## config.mk

```make
export PLATFORM = sky130hd
export DESIGN_NAME = cesr_regs
export DESIGN_NICKNAME = d
export VERILOG_FILES = /design/src/cesr_regs.v /design/src/cesr_sticky.v /design/src/cesr_sat_count.v
export VERILOG_INCLUDE_DIRS = /design/src /design/src/src
export SDC_FILE = /design/constraint.sdc
export NUM_CORES = 1
export LEC_CHECK = 0
export BUFFER_PORTS_ARGS = -buffer_cell sky130_fd_sc_hd__buf_2
export CAP_MARGIN = 30
export CORE_UTILIZATION = 40
export CTS_CLUSTER_SIZE = 30
export DETAILED_ROUTE_END_ITERATION = 10
export MAX_ROUTING_LAYER = met4
export PLACE_DENSITY_LB_ADDON = 0.2
export SLEW_MARGIN = 25
export SYNTH_ARGS = -nofsm -noshare
export SYNTH_HDL_FRONTEND = slang
export SYNTH_SLANG_ARGS = --single-unit
```

## constraint.sdc

```tcl
create_clock -name aclk -period 1.9 [get_ports aclk]
set_clock_uncertainty 0.15 [all_clocks]
set_input_delay 0.38 -clock aclk [delete_from_list [all_inputs] [get_ports aclk]]
set_output_delay 0.38 -clock aclk [all_outputs]
set_load 0.005 [all_outputs]
```

## src/cesr_map.vh

```
// Address indices, field positions and reset values of the channel event
// and status register slice. Byte address on the bus is four times the index.
`ifndef CESR_MAP_VH
`define CESR_MAP_VH

// Register indices
`define CESR_IDX_IRQ_ENABLE 8'h17
`define CESR_IDX_RSVD_A 8'h80
`define CESR_IDX_PATTERN_COUNT 8'h81
`define CESR_IDX_RSVD_B 8'h82
`define CESR_IDX_PARITY_BITS 8'h83
`define CESR_IDX_RSVD_C 8'h84
`define CESR_IDX_NEG_BUF_STATUS 8'h85
`define CESR_IDX_EVENT_STATUS 8'h97

// Event enable and event status layout (bit 0 reserved)
`define CESR_EV_FAR_END 1
`define CESR_EV_BELOW_LO 2
`define CESR_EV_AT_LO 3
`define CESR_EV_BELOW_HI 4
`define CESR_EV_AT_HI 5
`define CESR_EV_LOCK_LOSS 6
`define CESR_EV_LOCK_REGAIN 7
`define CESR_EV_LSB 1
`define CESR_EV_MSB 7

// Negotiation and buffer status layout (bits 0..1 reserved)
`define CESR_NB_PRIORITY_REQ 2
`define CESR_NB_COMPLETE 3
`define CESR_NB_PAGE_RX 4
`define CESR_NB_NEXT_LOADED 5
`define CESR_NB_UNDERRUN 6
`define CESR_NB_OVERRUN 7

// Reset values
`define CESR_RST_ENABLE 8'h00
`define CESR_RST_COUNT 8'h00
`define CESR_RST_STATUS 8'h00

// Bus responses
`define CESR_RESP_OKAY 2'b00
`define CESR_RESP_DECERR 2'b11

`endif

```

## src/cesr_regs.v

```verilog
// Channel event and status register slice behind an AXI4-Lite slave port.
// Assumes event strobes and status levels are synchronous to aclk.
//
// Function
// - Enable bit 1 gates an interrupt on far-end receiver detect, reported in status bit 1.
// - Enable bits 2 and 3 gate level-below and level-at-or-above low threshold events.
// - Enable bits 4 and 5 gate level-below and level-at-or-above high threshold events.
// - Enable bits 6 and 7 gate lock loss and lock recovery events, status bits 6 and 7.
// - An 8-bit pattern error count saturates at all ones and clears when read.
// - An 8-bit parity indicator marks each errored bit position of the parity byte.
// - Status bit 2 shows the negotiation request for the processor to resolve priority.
// - Status bit 3 is one when negotiation is complete and zero while it runs.
// - Status bit 4 is one when a page was received from the link partner.
// - Status bit 5 is one when the next page to transmit is loaded.
// - Status bit 6 latches on buffer underrun and clears when the register is read.
// - Status bit 7 latches on buffer overrun and clears when the register is read.
`timescale 1ns/100ps
`include "cesr_map.vh"

module cesr_regs #(
  parameter ADDR_W = 12,
  parameter COUNT_W = 8
) (
  input wire aclk,
  input wire aresetn,
  // AXI4-Lite write address
  input wire [ADDR_W-1:0] s_axi_awaddr,
  input wire [2:0] s_axi_awprot,
  input wire s_axi_awvalid,
  output reg s_axi_awready,
  // AXI4-Lite write data
  input wire [31:0] s_axi_wdata,
  input wire [3:0] s_axi_wstrb,
  input wire s_axi_wvalid,
  output reg s_axi_wready,
  // AXI4-Lite write response
  output reg [1:0] s_axi_bresp,
  output reg s_axi_bvalid,
  input wire s_axi_bready,
  // AXI4-Lite read address
  input wire [ADDR_W-1:0] s_axi_araddr,
  input wire [2:0] s_axi_arprot,
  input wire s_axi_arvalid,
  output reg s_axi_arready,
  // AXI4-Lite read data
  output reg [31:0] s_axi_rdata,
  output reg [1:0] s_axi_rresp,
  output reg s_axi_rvalid,
  input wire s_axi_rready,
  // Receiver event strobes
  input wire ev_far_end_detect,
  input wire ev_level_below_lo,
  input wire ev_level_at_lo,
  input wire ev_level_below_hi,
  input wire ev_level_at_hi,
  input wire ev_lock_loss,
  input wire ev_lock_regain,
  // Pattern checker and parity checker
  input wire pattern_error,
  input wire [7:0] parity_error_lanes,
  // Link negotiation levels
  input wire link_negotiation_priority_req,
  input wire link_negotiation_complete,
  input wire link_negotiation_page_rx,
  input wire link_negotiation_next_loaded,
  // Rate compensation buffer strobes
  input wire rate_compensation_underrun,
  input wire rate_compensation_overrun,
  // Channel interrupt
  output reg channel_irq
);

  ////////////////////////////////////////////////////////////////////////////
  // Declarations

  reg aw_held;
  reg w_held;
  reg [7:0] aw_idx;
  reg aw_hit;
  reg [7:0] w_byte;
  reg w_lane0;
  reg [7:0] irq_enable;
  reg [7:0] parity_bits;
  reg [3:0] neg_levels;
  reg [7:0] next_rdata;
  reg next_rhit;

  wire wr_fire;
  wire rd_fire;
  wire [7:0] rd_idx;
  wire [7:0] wr_idx_in;
  wire [6:0] ev_set;
  wire [6:0] ev_clr;
  wire [6:0] ev_flags;
  wire [7:0] event_status;
  wire [1:0] buf_set;
  wire [1:0] buf_clr;
  wire [1:0] buf_flags;
  wire [7:0] neg_buf_status;
  wire [COUNT_W-1:0] pattern_count;
  wire count_clr;
  wire status_read;

  ////////////////////////////////////////////////////////////////////////////
  // Address decode helpers

  // Byte address bits 1:0 are ignored; the word index selects the register
  assign wr_idx_in = s_axi_awaddr[9:2];
  assign rd_idx = s_axi_araddr[9:2];

  function is_mapped;
    input [ADDR_W-1:0] addr;
    reg [7:0] idx;
    begin
      idx = addr[9:2];
      // Upper address bits must be zero or the access is refused
      is_mapped = (addr[ADDR_W-1:10] == {(ADDR_W-10){1'b0}}) &&
                  ((idx == `CESR_IDX_IRQ_ENABLE) ||
                   (idx == `CESR_IDX_EVENT_STATUS) ||
                   (idx >= `CESR_IDX_RSVD_A && idx <= `CESR_IDX_NEG_BUF_STATUS));
    end
  endfunction

  ////////////////////////////////////////////////////////////////////////////
  // Write channel: address and data taken in either order

  // Write takes effect the cycle after both halves are held
  assign wr_fire = aw_held && w_held && !s_axi_bvalid;

  always @(posedge aclk) begin
    if (!aresetn) begin
      aw_held <= 1'b0;
      w_held <= 1'b0;
      aw_idx <= 8'h00;
      aw_hit <= 1'b0;
      w_byte <= 8'h00;
      w_lane0 <= 1'b0;
      s_axi_awready <= 1'b1;
      s_axi_wready <= 1'b1;
      s_axi_bvalid <= 1'b0;
      s_axi_bresp <= `CESR_RESP_OKAY;
    end else begin
      if (s_axi_awvalid && s_axi_awready) begin
        aw_held <= 1'b1;
        aw_idx <= wr_idx_in;
        aw_hit <= is_mapped(s_axi_awaddr);
        s_axi_awready <= 1'b0;
      end
      if (s_axi_wvalid && s_axi_wready) begin
        w_held <= 1'b1;
        w_byte <= s_axi_wdata[7:0];
        // Only byte lane 0 carries a register; upper lanes are dropped
        w_lane0 <= s_axi_wstrb[0];
        s_axi_wready <= 1'b0;
      end
      if (wr_fire) begin
        aw_held <= 1'b0;
        w_held <= 1'b0;
        s_axi_bvalid <= 1'b1;
        s_axi_bresp <= aw_hit ? `CESR_RESP_OKAY : `CESR_RESP_DECERR;
      end
      if (s_axi_bvalid && s_axi_bready) begin
        // Ready returns only after the response is taken: one write at a time
        s_axi_bvalid <= 1'b0;
        s_axi_awready <= 1'b1;
        s_axi_wready <= 1'b1;
      end
    end
  end

  ////////////////////////////////////////////////////////////////////////////
  // Interrupt enable register

  always @(posedge aclk) begin
    if (!aresetn) begin
      irq_enable <= `CESR_RST_ENABLE;
    end else if (wr_fire && w_lane0 && aw_idx == `CESR_IDX_IRQ_ENABLE) begin
      // Bit 0 has no event behind it and stays zero
      irq_enable <= {w_byte[7:1], 1'b0};
    end
  end

  ////////////////////////////////////////////////////////////////////////////
  // Event status: sticky, write one to clear

  // Flag n-1 of the row is status bit n; bit 0 has no event behind it
  assign ev_set[`CESR_EV_FAR_END - 1] = ev_far_end_detect;
  assign ev_set[`CESR_EV_BELOW_LO - 1] = ev_level_below_lo;
  assign ev_set[`CESR_EV_AT_LO - 1] = ev_level_at_lo;
  assign ev_set[`CESR_EV_BELOW_HI - 1] = ev_level_below_hi;
  assign ev_set[`CESR_EV_AT_HI - 1] = ev_level_at_hi;
  assign ev_set[`CESR_EV_LOCK_LOSS - 1] = ev_lock_loss;
  assign ev_set[`CESR_EV_LOCK_REGAIN - 1] = ev_lock_regain;

  assign ev_clr = (wr_fire && w_lane0 && aw_idx == `CESR_IDX_EVENT_STATUS) ?
                  w_byte[`CESR_EV_MSB:`CESR_EV_LSB] : 7'h00;

  cesr_sticky #(
    .WIDTH(7)
  ) u_event_flags (
    .aclk(aclk),
    .aresetn(aresetn),
    .set(ev_set),
    .clr(ev_clr),
    .flags(ev_flags)
  );

  assign event_status = {ev_flags, 1'b0};

  ////////////////////////////////////////////////////////////////////////////
  // Channel interrupt

  always @(posedge aclk) begin
    if (!aresetn) begin
      channel_irq <= 1'b0;
    end else begin
      // Registered, so it trails a flag change by one cycle
      channel_irq <= |(event_status & irq_enable);
    end
  end

  ////////////////////////////////////////////////////////////////////////////
  // Read side effects

  assign rd_fire = s_axi_arvalid && s_axi_arready;
  // Only a mapped read clears, so a refused read has no side effect
  assign count_clr = rd_fire && is_mapped(s_axi_araddr) &&
                     rd_idx == `CESR_IDX_PATTERN_COUNT;
  assign status_read = rd_fire && is_mapped(s_axi_araddr) &&
                       rd_idx == `CESR_IDX_NEG_BUF_STATUS;

  ////////////////////////////////////////////////////////////////////////////
  // Pattern error counter

  cesr_sat_count #(
    .WIDTH(COUNT_W)
  ) u_pattern_count (
    .aclk(aclk),
    .aresetn(aresetn),
    .inc(pattern_error),
    .clr(count_clr),
    .count(pattern_count)
  );

  ////////////////////////////////////////////////////////////////////////////
  // Parity indicator and negotiation levels

  always @(posedge aclk) begin
    if (!aresetn) begin
      parity_bits <= 8'h00;
      neg_levels <= 4'h0;
    end else begin
      // Follows the checker each cycle; it holds no history of its own
      parity_bits <= parity_error_lanes;
      neg_levels <= {link_negotiation_next_loaded,
                     link_negotiation_page_rx,
                     link_negotiation_complete,
                     link_negotiation_priority_req};
    end
  end

  ////////////////////////////////////////////////////////////////////////////
  // Buffer underrun and overrun: sticky, clear on read

  assign buf_set = {rate_compensation_overrun, rate_compensation_underrun};
  // Both buffer flags share the one read that clears them
  assign buf_clr = {status_read, status_read};

  cesr_sticky #(
    .WIDTH(2)
  ) u_buffer_flags (
    .aclk(aclk),
    .aresetn(aresetn),
    .set(buf_set),
    .clr(buf_clr),
    .flags(buf_flags)
  );

  // Bits 1:0 are reserved and read as zero
  assign neg_buf_status[1:0] = 2'b00;
  assign neg_buf_status[`CESR_NB_PRIORITY_REQ] = neg_levels[0];
  assign neg_buf_status[`CESR_NB_COMPLETE] = neg_levels[1];
  assign neg_buf_status[`CESR_NB_PAGE_RX] = neg_levels[2];
  assign neg_buf_status[`CESR_NB_NEXT_LOADED] = neg_levels[3];
  assign neg_buf_status[`CESR_NB_UNDERRUN] = buf_flags[0];
  assign neg_buf_status[`CESR_NB_OVERRUN] = buf_flags[1];

  ////////////////////////////////////////////////////////////////////////////
  // Read data multiplexer

  always @* begin
    next_rdata = 8'h00;
    next_rhit = is_mapped(s_axi_araddr);
    case (rd_idx)
      `CESR_IDX_IRQ_ENABLE: begin
        next_rdata = irq_enable;
      end
      `CESR_IDX_PATTERN_COUNT: begin
        next_rdata = pattern_count;
      end
      `CESR_IDX_PARITY_BITS: begin
        next_rdata = parity_bits;
      end
      `CESR_IDX_NEG_BUF_STATUS: begin
        next_rdata = neg_buf_status;
      end
      `CESR_IDX_EVENT_STATUS: begin
        next_rdata = event_status;
      end
      default: begin
        next_rdata = 8'h00;
      end
    endcase
    // Refused reads return zero so no internal state leaks out
    if (!next_rhit) begin
      next_rdata = 8'h00;
    end
  end

  ////////////////////////////////////////////////////////////////////////////
  // Read channel

  always @(posedge aclk) begin
    if (!aresetn) begin
      s_axi_arready <= 1'b1;
      s_axi_rvalid <= 1'b0;
      s_axi_rdata <= 32'h0000_0000;
      s_axi_rresp <= `CESR_RESP_OKAY;
    end else begin
      if (rd_fire) begin
        // Data captured before the clear lands, so the read returns the old value
        s_axi_arready <= 1'b0;
        s_axi_rvalid <= 1'b1;
        s_axi_rdata <= {24'h00_0000, next_rdata};
        s_axi_rresp <= next_rhit ? `CESR_RESP_OKAY : `CESR_RESP_DECERR;
      end else if (s_axi_rvalid && s_axi_rready) begin
        s_axi_rvalid <= 1'b0;
        s_axi_arready <= 1'b1;
      end
    end
  end

endmodule // cesr_regs

```

## src/cesr_sticky.v

```verilog
// Row of sticky flags: each bit latches on its set strobe and drops on its
// clear strobe. Assumes set and clear are one-cycle pulses in the aclk domain.
`timescale 1ns/100ps
module cesr_sticky #(
  parameter WIDTH = 7
) (
  input wire aclk,
  input wire aresetn,
  input wire [WIDTH-1:0] set,
  input wire [WIDTH-1:0] clr,
  output wire [WIDTH-1:0] flags
);

  reg [WIDTH-1:0] flag_q;

  genvar i;
  generate
    for (i = 0; i < WIDTH; i = i + 1) begin : g_bit
      always @(posedge aclk) begin
        if (!aresetn) begin
          flag_q[i] <= 1'b0;
        end else begin
          // A set in the clearing cycle is kept, so no event is lost
          flag_q[i] <= set[i] | (flag_q[i] & ~clr[i]);
        end
      end
    end
  endgenerate

  assign flags = flag_q;

endmodule // cesr_sticky

```

## src/cesr_sat_count.v

```verilog
// Saturating event counter with a clear strobe.
// Assumes inc and clr are one-cycle pulses in the aclk domain.
`timescale 1ns/100ps
module cesr_sat_count #(
  parameter WIDTH = 8
) (
  input wire aclk,
  input wire aresetn,
  input wire inc,
  input wire clr,
  output reg [WIDTH-1:0] count
);

  wire at_top;

  assign at_top = &count;

  always @(posedge aclk) begin
    if (!aresetn) begin
      count <= {WIDTH{1'b0}};
    end else if (clr) begin
      // An error arriving with the clearing read counts as the first of the next run
      count <= {{(WIDTH-1){1'b0}}, inc};
    end else if (inc && !at_top) begin
      count <= count + {{(WIDTH-1){1'b0}}, 1'b1};
    end
  end

endmodule // cesr_sat_count

```

Word level (Yosys, flattened, before mapping)
Cells that the tools add are included.
{ "totals": {"reg_bits": 74, "out_inout_bits": 42} }
{ "classes": {"eq_ne": 9, "add_sub_neg": 1, "n_reduce_logical": 33, "mux": 11, "bitwise_logic": 28, "magnitude_cmp": 4} }
{ "ops": {"columns": ["op", "n"], "rows": [
  ["8-bit equality test, second input constant", 6],
  ["8-bit one-hot mux with 5 select lines", 1],
  ["8-bit by 5-bit equality test with 1-bit output, second input constant", 3],
  ["1-bit logical AND", 18],
  ["8-bit greater-or-equal comparator, second input constant", 2],
  ["8-bit <= comparator, second input constant", 2],
  ["1-bit bitwise AND", 9],
  ["1-bit NOT", 9],
  ["1-bit bitwise OR", 9],
  ["8-bit by 1-bit adder with 8-bit output, second input constant", 1],
  ["8-bit bitwise AND", 1],
  ["8-bit 2-to-1 mux", 1],
  ["8-bit AND reduction", 1],
  ["8-bit OR reduction", 1],
  ["7-bit 2-to-1 mux", 1],
  ["1-bit 2-to-1 mux", 6],
  ["2-bit OR reduction", 3],
  ["2-bit zero test", 2],
  ["1-bit logical OR", 4],
  ["2-bit 2-to-1 mux", 2],
  ["2-bit nonzero test", 2],
  ["1-bit zero test", 2]
]} }

Depth between registers and ports, before layout
Gate-level depths: netlist (run 1).
{ "depth": {"depth_word": 9, "depth_mapped": 5, "ltp_nobuf": 5} }

Cells and area by module
From an unflattened synthesis (run 1), not the netlist that was laid out.
{ "unflattened": {"cells_unflattened": 366, "area_unflattened_um2": 3279.4} }
{ "modules_own_cells": {"columns": ["mod", "instances", "area_each_um2", "cells_per_inst"], "rows": [
  ["cesr_regs", 1, 2509.9, 285],
  ["cesr_sat_count", 1, 450.4, 54],
  ["cesr_sticky at u_event_flags", 1, 236.5, 21],
  ["cesr_sticky at u_buffer_flags", 1, 82.6, 6]
]} }

Least setup slack after synthesis (run 1)
No wires, ideal clock.
{ "synth_path": {"path_type": "input to register", "start": "input port s_axi_araddr[6]", "end": "register u_pattern_count.count[0]", "cell_stages": 5, "path_slack_ns": 0.234, "t_arrival_ns": 1.423, "path_buffers": 1, "required_time_ns": 1.657, "path_cell_list": "or3b_1 buf_6 nand4b_4 mux2_4 o311ai_2"} }
{ "synth_between": {"elab_chain_cells": 7} }
{ "synth_rtl": {"columns": ["item", "line_no", "rtl"], "rows": [
  ["start, declared", "cesr_regs.v:41", "input wire [ADDR_W-1:0] s_axi_araddr,"],
  ["8-bit greater-or-equal comparator (no line), or another cell as far along", null, null],
  ["1-bit logical AND (no line) or 1-bit logical OR (tied branches)", null, null],
  ["1-bit logical OR", "cesr_regs.v:118", "((idx == `CESR_IDX_IRQ_ENABLE) ||"],
  ["1-bit logical AND", "cesr_regs.v:117", "is_mapped = (addr[ADDR_W-1:10] == {(ADDR_W-10){1'b0}}) &&"],
  ["1-bit logical AND", "cesr_regs.v:227", "assign count_clr = rd_fire && is_mapped(s_axi_araddr) &&"],
  ["1-bit logical AND (no line) (*)", null, null],
  ["1-bit 2-to-1 mux or 2-bit nonzero test (tied branches)", null, null],
  ["end signal, assigned", "cesr_sat_count.v:20", "count <= {WIDTH{1'b0}};"],
  ["end signal, assigned", "cesr_sat_count.v:23", "count <= {{(WIDTH-1){1'b0}}, inc};"],
  ["end signal, assigned", "cesr_sat_count.v:25", "count <= count + {{(WIDTH-1){1'b0}}, 1'b1};"],
  ["end, declared", "cesr_sat_count.v:11", "output reg [WIDTH-1:0] count"]
]} }
Every way passes the cells marked *; elsewhere a longest branch is shown, timed or not.
A chain may end at the register's enable or synchronous reset.

Worst setup path after layout (run 1)
{ "layout_path": {"start": "register u_pattern_count.count[0]", "end": "register u_pattern_count.count[1]"} }
{ "layout_between": {"elab_chain_cells": 3} }
{ "layout_rtl": {"columns": ["item"], "rows": [
  ["parallel branches: the longest is 3 deep, another holds 8-bit by 1-bit adder with 8-bit output"]
]} }
Several ways; the timed one is not identified.

==> run_results.csv, run 1 <==
group,metric,value,unit
status,status,"finished, final reports clean",
sta,hold_ws,90.6,ps
synthesis,netlist_area,0.00318,mm2
flow_run,maxCapViolations,0,
sta,fmax,627,MHz
layout,finish.instance_area,0.00380,mm2
pwr,p_int,2.49,mW
pwr,combPwrFrac,9.0,%
layout,fin_nets,530,
pwr,p_per_area,859,mW/mm2
place,io_buffers,74,
sta,grt_setup_unrepaired,"false",
setup_path,rrSetupSlack,310,ps
place,hpwl,5140,um
place,place_inst,525,
global_route,grt_pass1_vias,2362,
floorplan,io_pins,137,
routing,drtIter0Drc,126,
layout,final_util,49.1,%
synthesis,yosysTopAreaCellShare,44.7,%
routing,drc,0,
sta,tns,0,ps
place,dp_slack,69.1,ps
sta,hold_violations,0,
place,gp_congestion,0.794,
setup_path,crit_type,"reg -> reg",
sta,tightest_slew,568,ps
synthesis,synthFlopType,"dfxtp_1",
floorplan,coreArea,0.00773,mm2
sta,setup_viol,0,
worst_hold_path,hold_path.class,"in -> reg",
place,detailed_place.area,0.00356,mm2
synthesis,synthArstFlopShare,0,%
setup_path,cp-end-kind,"flop",
synthesis,synth_cell_types,51,
sta,final.period_utilization,83.9,%
synthesis,synth-edff-count,0,
routing,vias,2661,
pwr,seqPwrFrac,49.0,%
setup_path,critPathArrivalTime,1670,ps
synthesis,ys_ff_latch,71,
worst_hold_path,min_to,"parity_bits[7]",
floorplan,dieHeight,91.2,um
worst_hold_path,hold_start,"parity_error_lanes[7]",
synthesis,avgSynthCellArea,8.86,um2
setup_path,start_kind,"flop",
routing,routed_wl,6890,um
clock_tree,cts_max_level,3,
clock_tree,ctsHoldBuffers,0,
pwr,p_clk_share,42.0,%
routing,ant_nets,0,
pwr,netSwitchingFraction,23.5,%
global_route,grt.total_usage,18.0,%
synthesis,ys_top_cells_by_count,"dfxtp_1 (71), nand2_1 (44), a21oi_1 (35)",
pwr,power.leakage,1.68,nW
synthesis,yosys-top-cells-area,"dfxtp_1 (45%), mux2i_1 (7.6%), buf_4 (6.1%), a21oi_1 (5.5%), nand2_1 (5.2%)",
clock_tree,cts.sinks,71,
layout,area_growth,19.3,%
global_route,grt_pass1_wl,11400,um
clock_tree,cts_buffers,9,
synthesis,yosysMostFrequentCell,"dfxtp_1",
synthesis,synth_top_cell_by_area,"dfxtp_1",
clock_tree,cts_setup_buffers,0,
routing,firstDrtPassIters,5,
sta,period_needed,1590,ps
layout,diodes,0,
pwr,p_switching,0.767,mW
floorplan,rows,32,
setup_path,reg2reg_to,"u_pattern_count.count[1]",
global_route,grt_max_degree,20,
clock_tree,clk_latency,340,ps
global_route,antenna_found_initial,0,
global_route,gr-total-overflow,0,
pwr,p_total,3.26,mW
clock_tree,post_cts_resized,0,
synthesis,netlist_instances,359,
setup_path,crit_required,1970,ps
clock_tree,clockBufferDepth,2,
floorplan,dieArea,0.00832,mm2
setup_path,crit-reg2reg-launch,"u_pattern_count.count[0]",
clock_tree,cts_root_buf,"clkbuf_8",
clock_tree,cts_tree,"built",
worst_hold_path,min_path_cells,2,
layout,drive_above_1_share,24.4,%
floorplan,die-width,91.2,um
sta,relSlewSlack,62.1,%
routing,via_per_inst,4.92,
clock_tree,clk_pin_slew_worst_paths,80,ps
routing,avgRoutedWirePerCell,12.7,um
synthesis,yosys_warnings,0,
setup_path,reg2regPathDepth,5,
layout,finalNonFillerCells,541,
setup_path,cp_max_fo,6,
floorplan,start_util,41.2,%
sta,fin_ws,305,ps
sta,finalMaxSlewViolations,0,
synthesis,seq_area_frac_synth,44.7,%
pwr,peakVddDrop,0.348,mV
per-layer routing:
metal | track usage [%] | share of wire (%) | vias to the layer above
li1 | - | - | 1359
met1 | 23.4 | 47 | 1213
met2 | 27.3 | 47 | 81
met3 | 3.43 | 5.3 | 8
met4 | 7.54 | 1.3 | 0
met5 | - | 0 | -
power by group through the flow:
stage / Clock [mW] / Combinational, mW / Sequential, mW
3_5_place_dp: 0 / 0.294 / 1.63
5_1_grt: 1.48 / 0.333 / 1.61
3_3_place_gp: 0 / 0.290 / 1.63
6_report: 1.37 / 0.294 / 1.60
4_1_cts: 1.40 / 0.296 / 1.60
2_1_floorplan: 0 / 0.211 / 1.62
state kept, by name (all words and copies together) (netlist names):
signal and flops:
s_axi_awready 1, u_pattern_count.count 8, aw_hit 1, u_buffer_flags.flags 2, s_axi_rresp 1, neg_levels 4, s_axi_wready 1, channel_irq 1
aw_idx 8, u_event_flags.flags 7, w_held 1, s_axi_rvalid 1, parity_bits 8, s_axi_arready 1, w_byte 7, s_axi_rdata 8
s_axi_bvalid 1, s_axi_bresp 1, w_lane0 1, aw_held 1, irq_enable 7
placed cells by master (no fill, tap or decap), types with 2 or more instances in the layout:
| master | n |
|---|---|
| o21ai_1 | 2 |
| and2_1 | 14 |
| nand4b_1 | 2 |
| xor2_1 | 2 |
| conb_1 | 24 |
| o21ai_0 | 22 |
| inv_1 | 12 |
| and4_1 | 2 |
| dfxtp_1 | 71 |
| clkinvlp_4 | 2 |
| o22ai_1 | 6 |
| a31oi_1 | 9 |
| nand2_1 | 44 |
| buf_2 | 74 |
| nand3_1 | 12 |
| buf_4 | 8 |
| and3_1 | 4 |
| a21oi_1 | 35 |
| nand3b_1 | 2 |
| bufinv_16 | 2 |
| clkbuf_8 | 11 |
| a22oi_1 | 2 |
| nand2b_1 | 2 |
| mux2i_1 | 24 |
| nor2_1 | 20 |
| nand4_1 | 5 |
worst max-delay path: stages, from the launching register on:
cell	delay, ps
dfxtp_1	430
ha_1	270
nand3_1	120
o21ai_1	240
mux2i_1	210
nor2_1	50
worst max path at each step:
stage / start / end / slack [ps] / cells after the start
6_report: u_pattern_count.count[0] / u_pattern_count.count[1] / 310 / 5
5_1_grt: u_pattern_count.count[0] / u_pattern_count.count[1] / 140 / 5
4_1_cts: u_pattern_count.count[0] / u_pattern_count.count[1] / 310 / 5
3_5_place_dp: s_axi_araddr[3] / s_axi_rdata[3] / 70 / 4
3_3_place_gp: s_axi_araddr[3] / s_axi_rdata[1] / 120 / 4
2_1_floorplan: s_axi_araddr[6] / u_pattern_count.count[0] / 230 / 5
logic make-up (layout without fill, tap and decap cells):
family          Yosys count  count (layout)  share of synthesized area [%]
compound gates           84              84                           15.1
xor+xnor                  3               3                          0.826
fa+ha+maj                 1               1                          0.393
buf+inv                  54             111                           9.75
flops                    71              71                           44.7
mux                      25              25                           8.02
other cells               1              24                          0.118
simple gates            120             120                           21.1
layout make-up:
class / count / area [um2]
Multi-Input combinational cell: 257 / 1540
Inverter: 13 / 48.8
Clock buffer: 11 / 151
Tap cell: 102 / 128
Clock inverter: 5 / 80.1
Sequential cell: 71 / 1420
Fill cell: 778 / 3930
Timing Repair Buffer: 82 / 430
No activity file was read; power rests on OpenSTA's default activity.
==> run 2: changes to the inputs <==
--- a/config.mk
+++ b/config.mk
@@ -6,6 +6,7 @@
 export SDC_FILE = /design/constraint.sdc
 export NUM_CORES = 1
 export LEC_CHECK = 0
+export ABC_AREA = 1
 export BUFFER_PORTS_ARGS = -buffer_cell sky130_fd_sc_hd__buf_2
 export CAP_MARGIN = 30
 export CORE_UTILIZATION = 40
==> constraint.sdc (replaced) <==
create_clock -name aclk -period 1.5 [get_ports aclk]
set_clock_uncertainty 0.15 [all_clocks]
set_input_delay 0.3 -clock aclk [delete_from_list [all_inputs] [get_ports aclk]]
set_output_delay 0.3 -clock aclk [all_outputs]
set_load 0.005 [all_outputs]
==> run_results.csv, run 2 <==
group,metric,value,unit
status,status,"finished with violations",
status,violations,"negative setup slack",
floorplan,dieArea,0.00878,mm2
synthesis,synth_top_cell_by_area,"dfxtp_1",
synthesis,synthMuxAreaShare,0,%
place,hpwl,5920,um
pwr,power.leakage,2.07,nW
sta,fin_ws,-27.7,ps
layout,drive_above_1_share,31.3,%
clock_tree,cts_buffers,9,
pwr,p_per_area,885,mW/mm2
setup_path,cp-end-kind,"flop",
synthesis,yosys_warnings,0,
floorplan,start_util,41.2,%
global_route,antenna_found_initial,0,
clock_tree,clk_latency,340,ps
sta,final.period_utilization,102,%
clock_tree,cts.sinks,71,
routing,via_per_inst,4.61,
setup_path,crit-reg2reg-launch,"w_held",
sta,hold_violations,0,
sta,tns,-61.0,ps
synthesis,netlist_instances,477,
sta,fmax,655,MHz
synthesis,synth_compound_area_share,12.7,%
synthesis,yosysTopAreaCellShare,42.2,%
synthesis,avgSynthCellArea,7.05,um2
layout,area_growth,31.6,%
clock_tree,clk_pin_slew_worst_paths,70,ps
layout,finish.instance_area,0.00443,mm2
synthesis,netlist_area,0.00336,mm2
synthesis,synthFlopType,"dfxtp_1",
place,io_buffers,74,
setup_path,crit_required,1630,ps
floorplan,io_pins,137,
global_route,grt_pass1_wl,12700,um
synthesis,synthSimpleGateAreaFrac,29.2,%
place,detailed_place.area,0.00398,mm2
sta,setup_viol,3,
place,place_inst,675,
routing,vias,3235,
global_route,gr-total-overflow,0,
floorplan,die-width,93.7,um
pwr,p_total,3.92,mW
worst_hold_path,min_to,"neg_levels[2]",
setup_path,critPathArrivalTime,1650,ps
floorplan,dieHeight,93.7,um
layout,finalNonFillerCells,702,
clock_tree,cts_root_buf,"clkbuf_8",
flow_run,maxCapViolations,0,
sta,period_needed,1530,ps
synthesis,synth-edff-count,0,
layout,fin_nets,688,
synthesis,synthArstFlopShare,0,%
clock_tree,cts_tree,"built",
sta,finalMaxSlewViolations,0,
synthesis,seq_area_frac_synth,42.2,%
layout,final_common_cell,"nand2_1",
floorplan,coreArea,0.00818,mm2
setup_path,cp_max_fo,6,
routing,routed_wl,7900,um
routing,avgRoutedWirePerCell,11.3,um
worst_hold_path,hold_path.class,"in -> reg",
global_route,grt.total_usage,18.8,%
floorplan,rows,33,
setup_path,start_kind,"flop",
layout,fillers,806,
setup_path,reg2regPathDepth,8,
worst_hold_path,min_path_cells,3,
synthesis,synth_fa_ha_area_share,0.372,%
routing,ant_nets,0,
layout,diodes,0,
synthesis,synth_cell_types,36,
synthesis,yosysMostFrequentCell,"nand2_1",
layout,seq_area,0.00143,mm2
place,gp_congestion,0.805,
global_route,grt_max_degree,31,
pwr,peakVddDrop,0.588,mV
routing,drtIter0Drc,124,
layout,multi_input_area,0.00168,mm2
setup_path,reg2reg_to,"irq_enable[7]",
sta,grt_setup_unrepaired,"true",
routing,drc,0,
routing,firstDrtPassIters,6,
layout,final_util,54.1,%
synthesis,yosys-top-cells-area,"dfxtp_1 (42%), nand2_1 (9.4%), inv_1 (6.8%), nor2_1 (6.6%), nand3_1 (6.5%)",
setup_path,crit_type,"reg -> reg",
clock_tree,clockBufferDepth,2,
layout,final_cell_mix,"nand2_1 (82), buf_2 (74), dfxtp_1 (65), inv_1 (57), nor2_1 (53)",
worst_hold_path,hold_start,"link_negotiation_page_rx",
setup_path,rrSetupSlack,-30,ps
synthesis,synth_xor_area_share,0.781,%
global_route,grt_pass1_vias,2989,
synthesis,synth_top_family_by_area,"simple AND/OR/NAND/NOR gates",
synthesis,ys_top_cells_by_count,"nand2_1 (84), dfxtp_1 (71), inv_1 (61)",
synthesis,ys_ff_latch,71,
clock_tree,cts_max_level,3,
[run 2: cell types whose count changed in the layout (fill, tap and decap cells not counted), sizes merged, moves of 24 or more]
cell and delta:
nand2 +45, inv +53, buf +29, mux2i -24, nand3 +34, nor2 +44
[run 2: how the worst max path moves through the flow]
stage | from | to | slack [ps] | cells past startpoint
finish | w_held | irq_enable[7] | -30 | 8
global route | s_axi_bvalid | irq_enable[2] | -110 | 7
CTS | u_pattern_count.count[0] | u_pattern_count.count[6] | 7 | 6
detailed placement | s_axi_araddr[5] | u_pattern_count.count[6] | -120 | 11
global placement | s_axi_araddr[3] | s_axi_rdata[6] | -110 | 13
floorplan | s_axi_bvalid | irq_enable[5] | 10 | 7
[run 2: repair_timing]
| item | 4_1_cts | 5_1_grt |
|---|---|---|
| endpoints found under the hold margin | 7 | 0 |
| gates cloned | 0 | 1 |
| hold buffers | 7 | 0 |
| setup buffers | 0 | 3 |
| endpoints found under the setup margin | 10 | 31 |
| gates resized for setup | 5 | 58 |
| pin swaps | 0 | 11 |
[run 2: routing by layer]
| layer | track usage [%] | vias up | routed length, um |
|---|---|---|---|
| met5 | - | - | 0 |
| met4 | 6.54 | 0 | 121 |
| met3 | 3.64 | 12 | 303 |
| met2 | 31.8 | 79 | 3880 |
| met1 | 22.4 | 1440 | 3600 |
| li1 | - | 1704 | - |
[run 2: worst max-delay path, stage by stage (launching register included)]
cell and delay (ps):
dfxtp_2 330, inv_2 40, nor3_2 180, nand2_1 120, nor2_4 150, nand3_2 100
buf_6 150, buf_6 120, a21oi_2 110
[run 2: kinds of logic (layout without fill, tap and decap cells)]
family,Yosys count,count (layout)
buffers and inverters,103,200
DFF,71,71
other,1,24
adders and majority gates,1,1
and+or+nand+nor,215,215
xor gates and xnor gates,3,3
AOI/OAI and AO/OA,83,83
[run 2: where the power goes]
group          switching, mW  total, mW  internal, mW
combinational          0.271      0.480         0.209
sequential            0.0611       2.04          1.98
clock                  0.744       1.39         0.650
total                   1.08       3.92          2.84
[run 2: through the flow]
step           hold WS (ps)  setup slack [ps]
3_3_place_gp            277              -110
6_report               17.0             -27.7
3_5_place_dp            279              -124
2_1_floorplan           248              13.5
5_1_grt                18.5              -106
4_1_cts                2.84              6.75
[run 2: cell type report]
type	instances	share of cell area, %
clock buffers	10	3.11
repair buffers	118	17.1
clock inverters	6	1.02
well taps	105	2.97
inverters	66	5.65
multi-input cells	326	37.8
flip-flops and latches	71	32.3
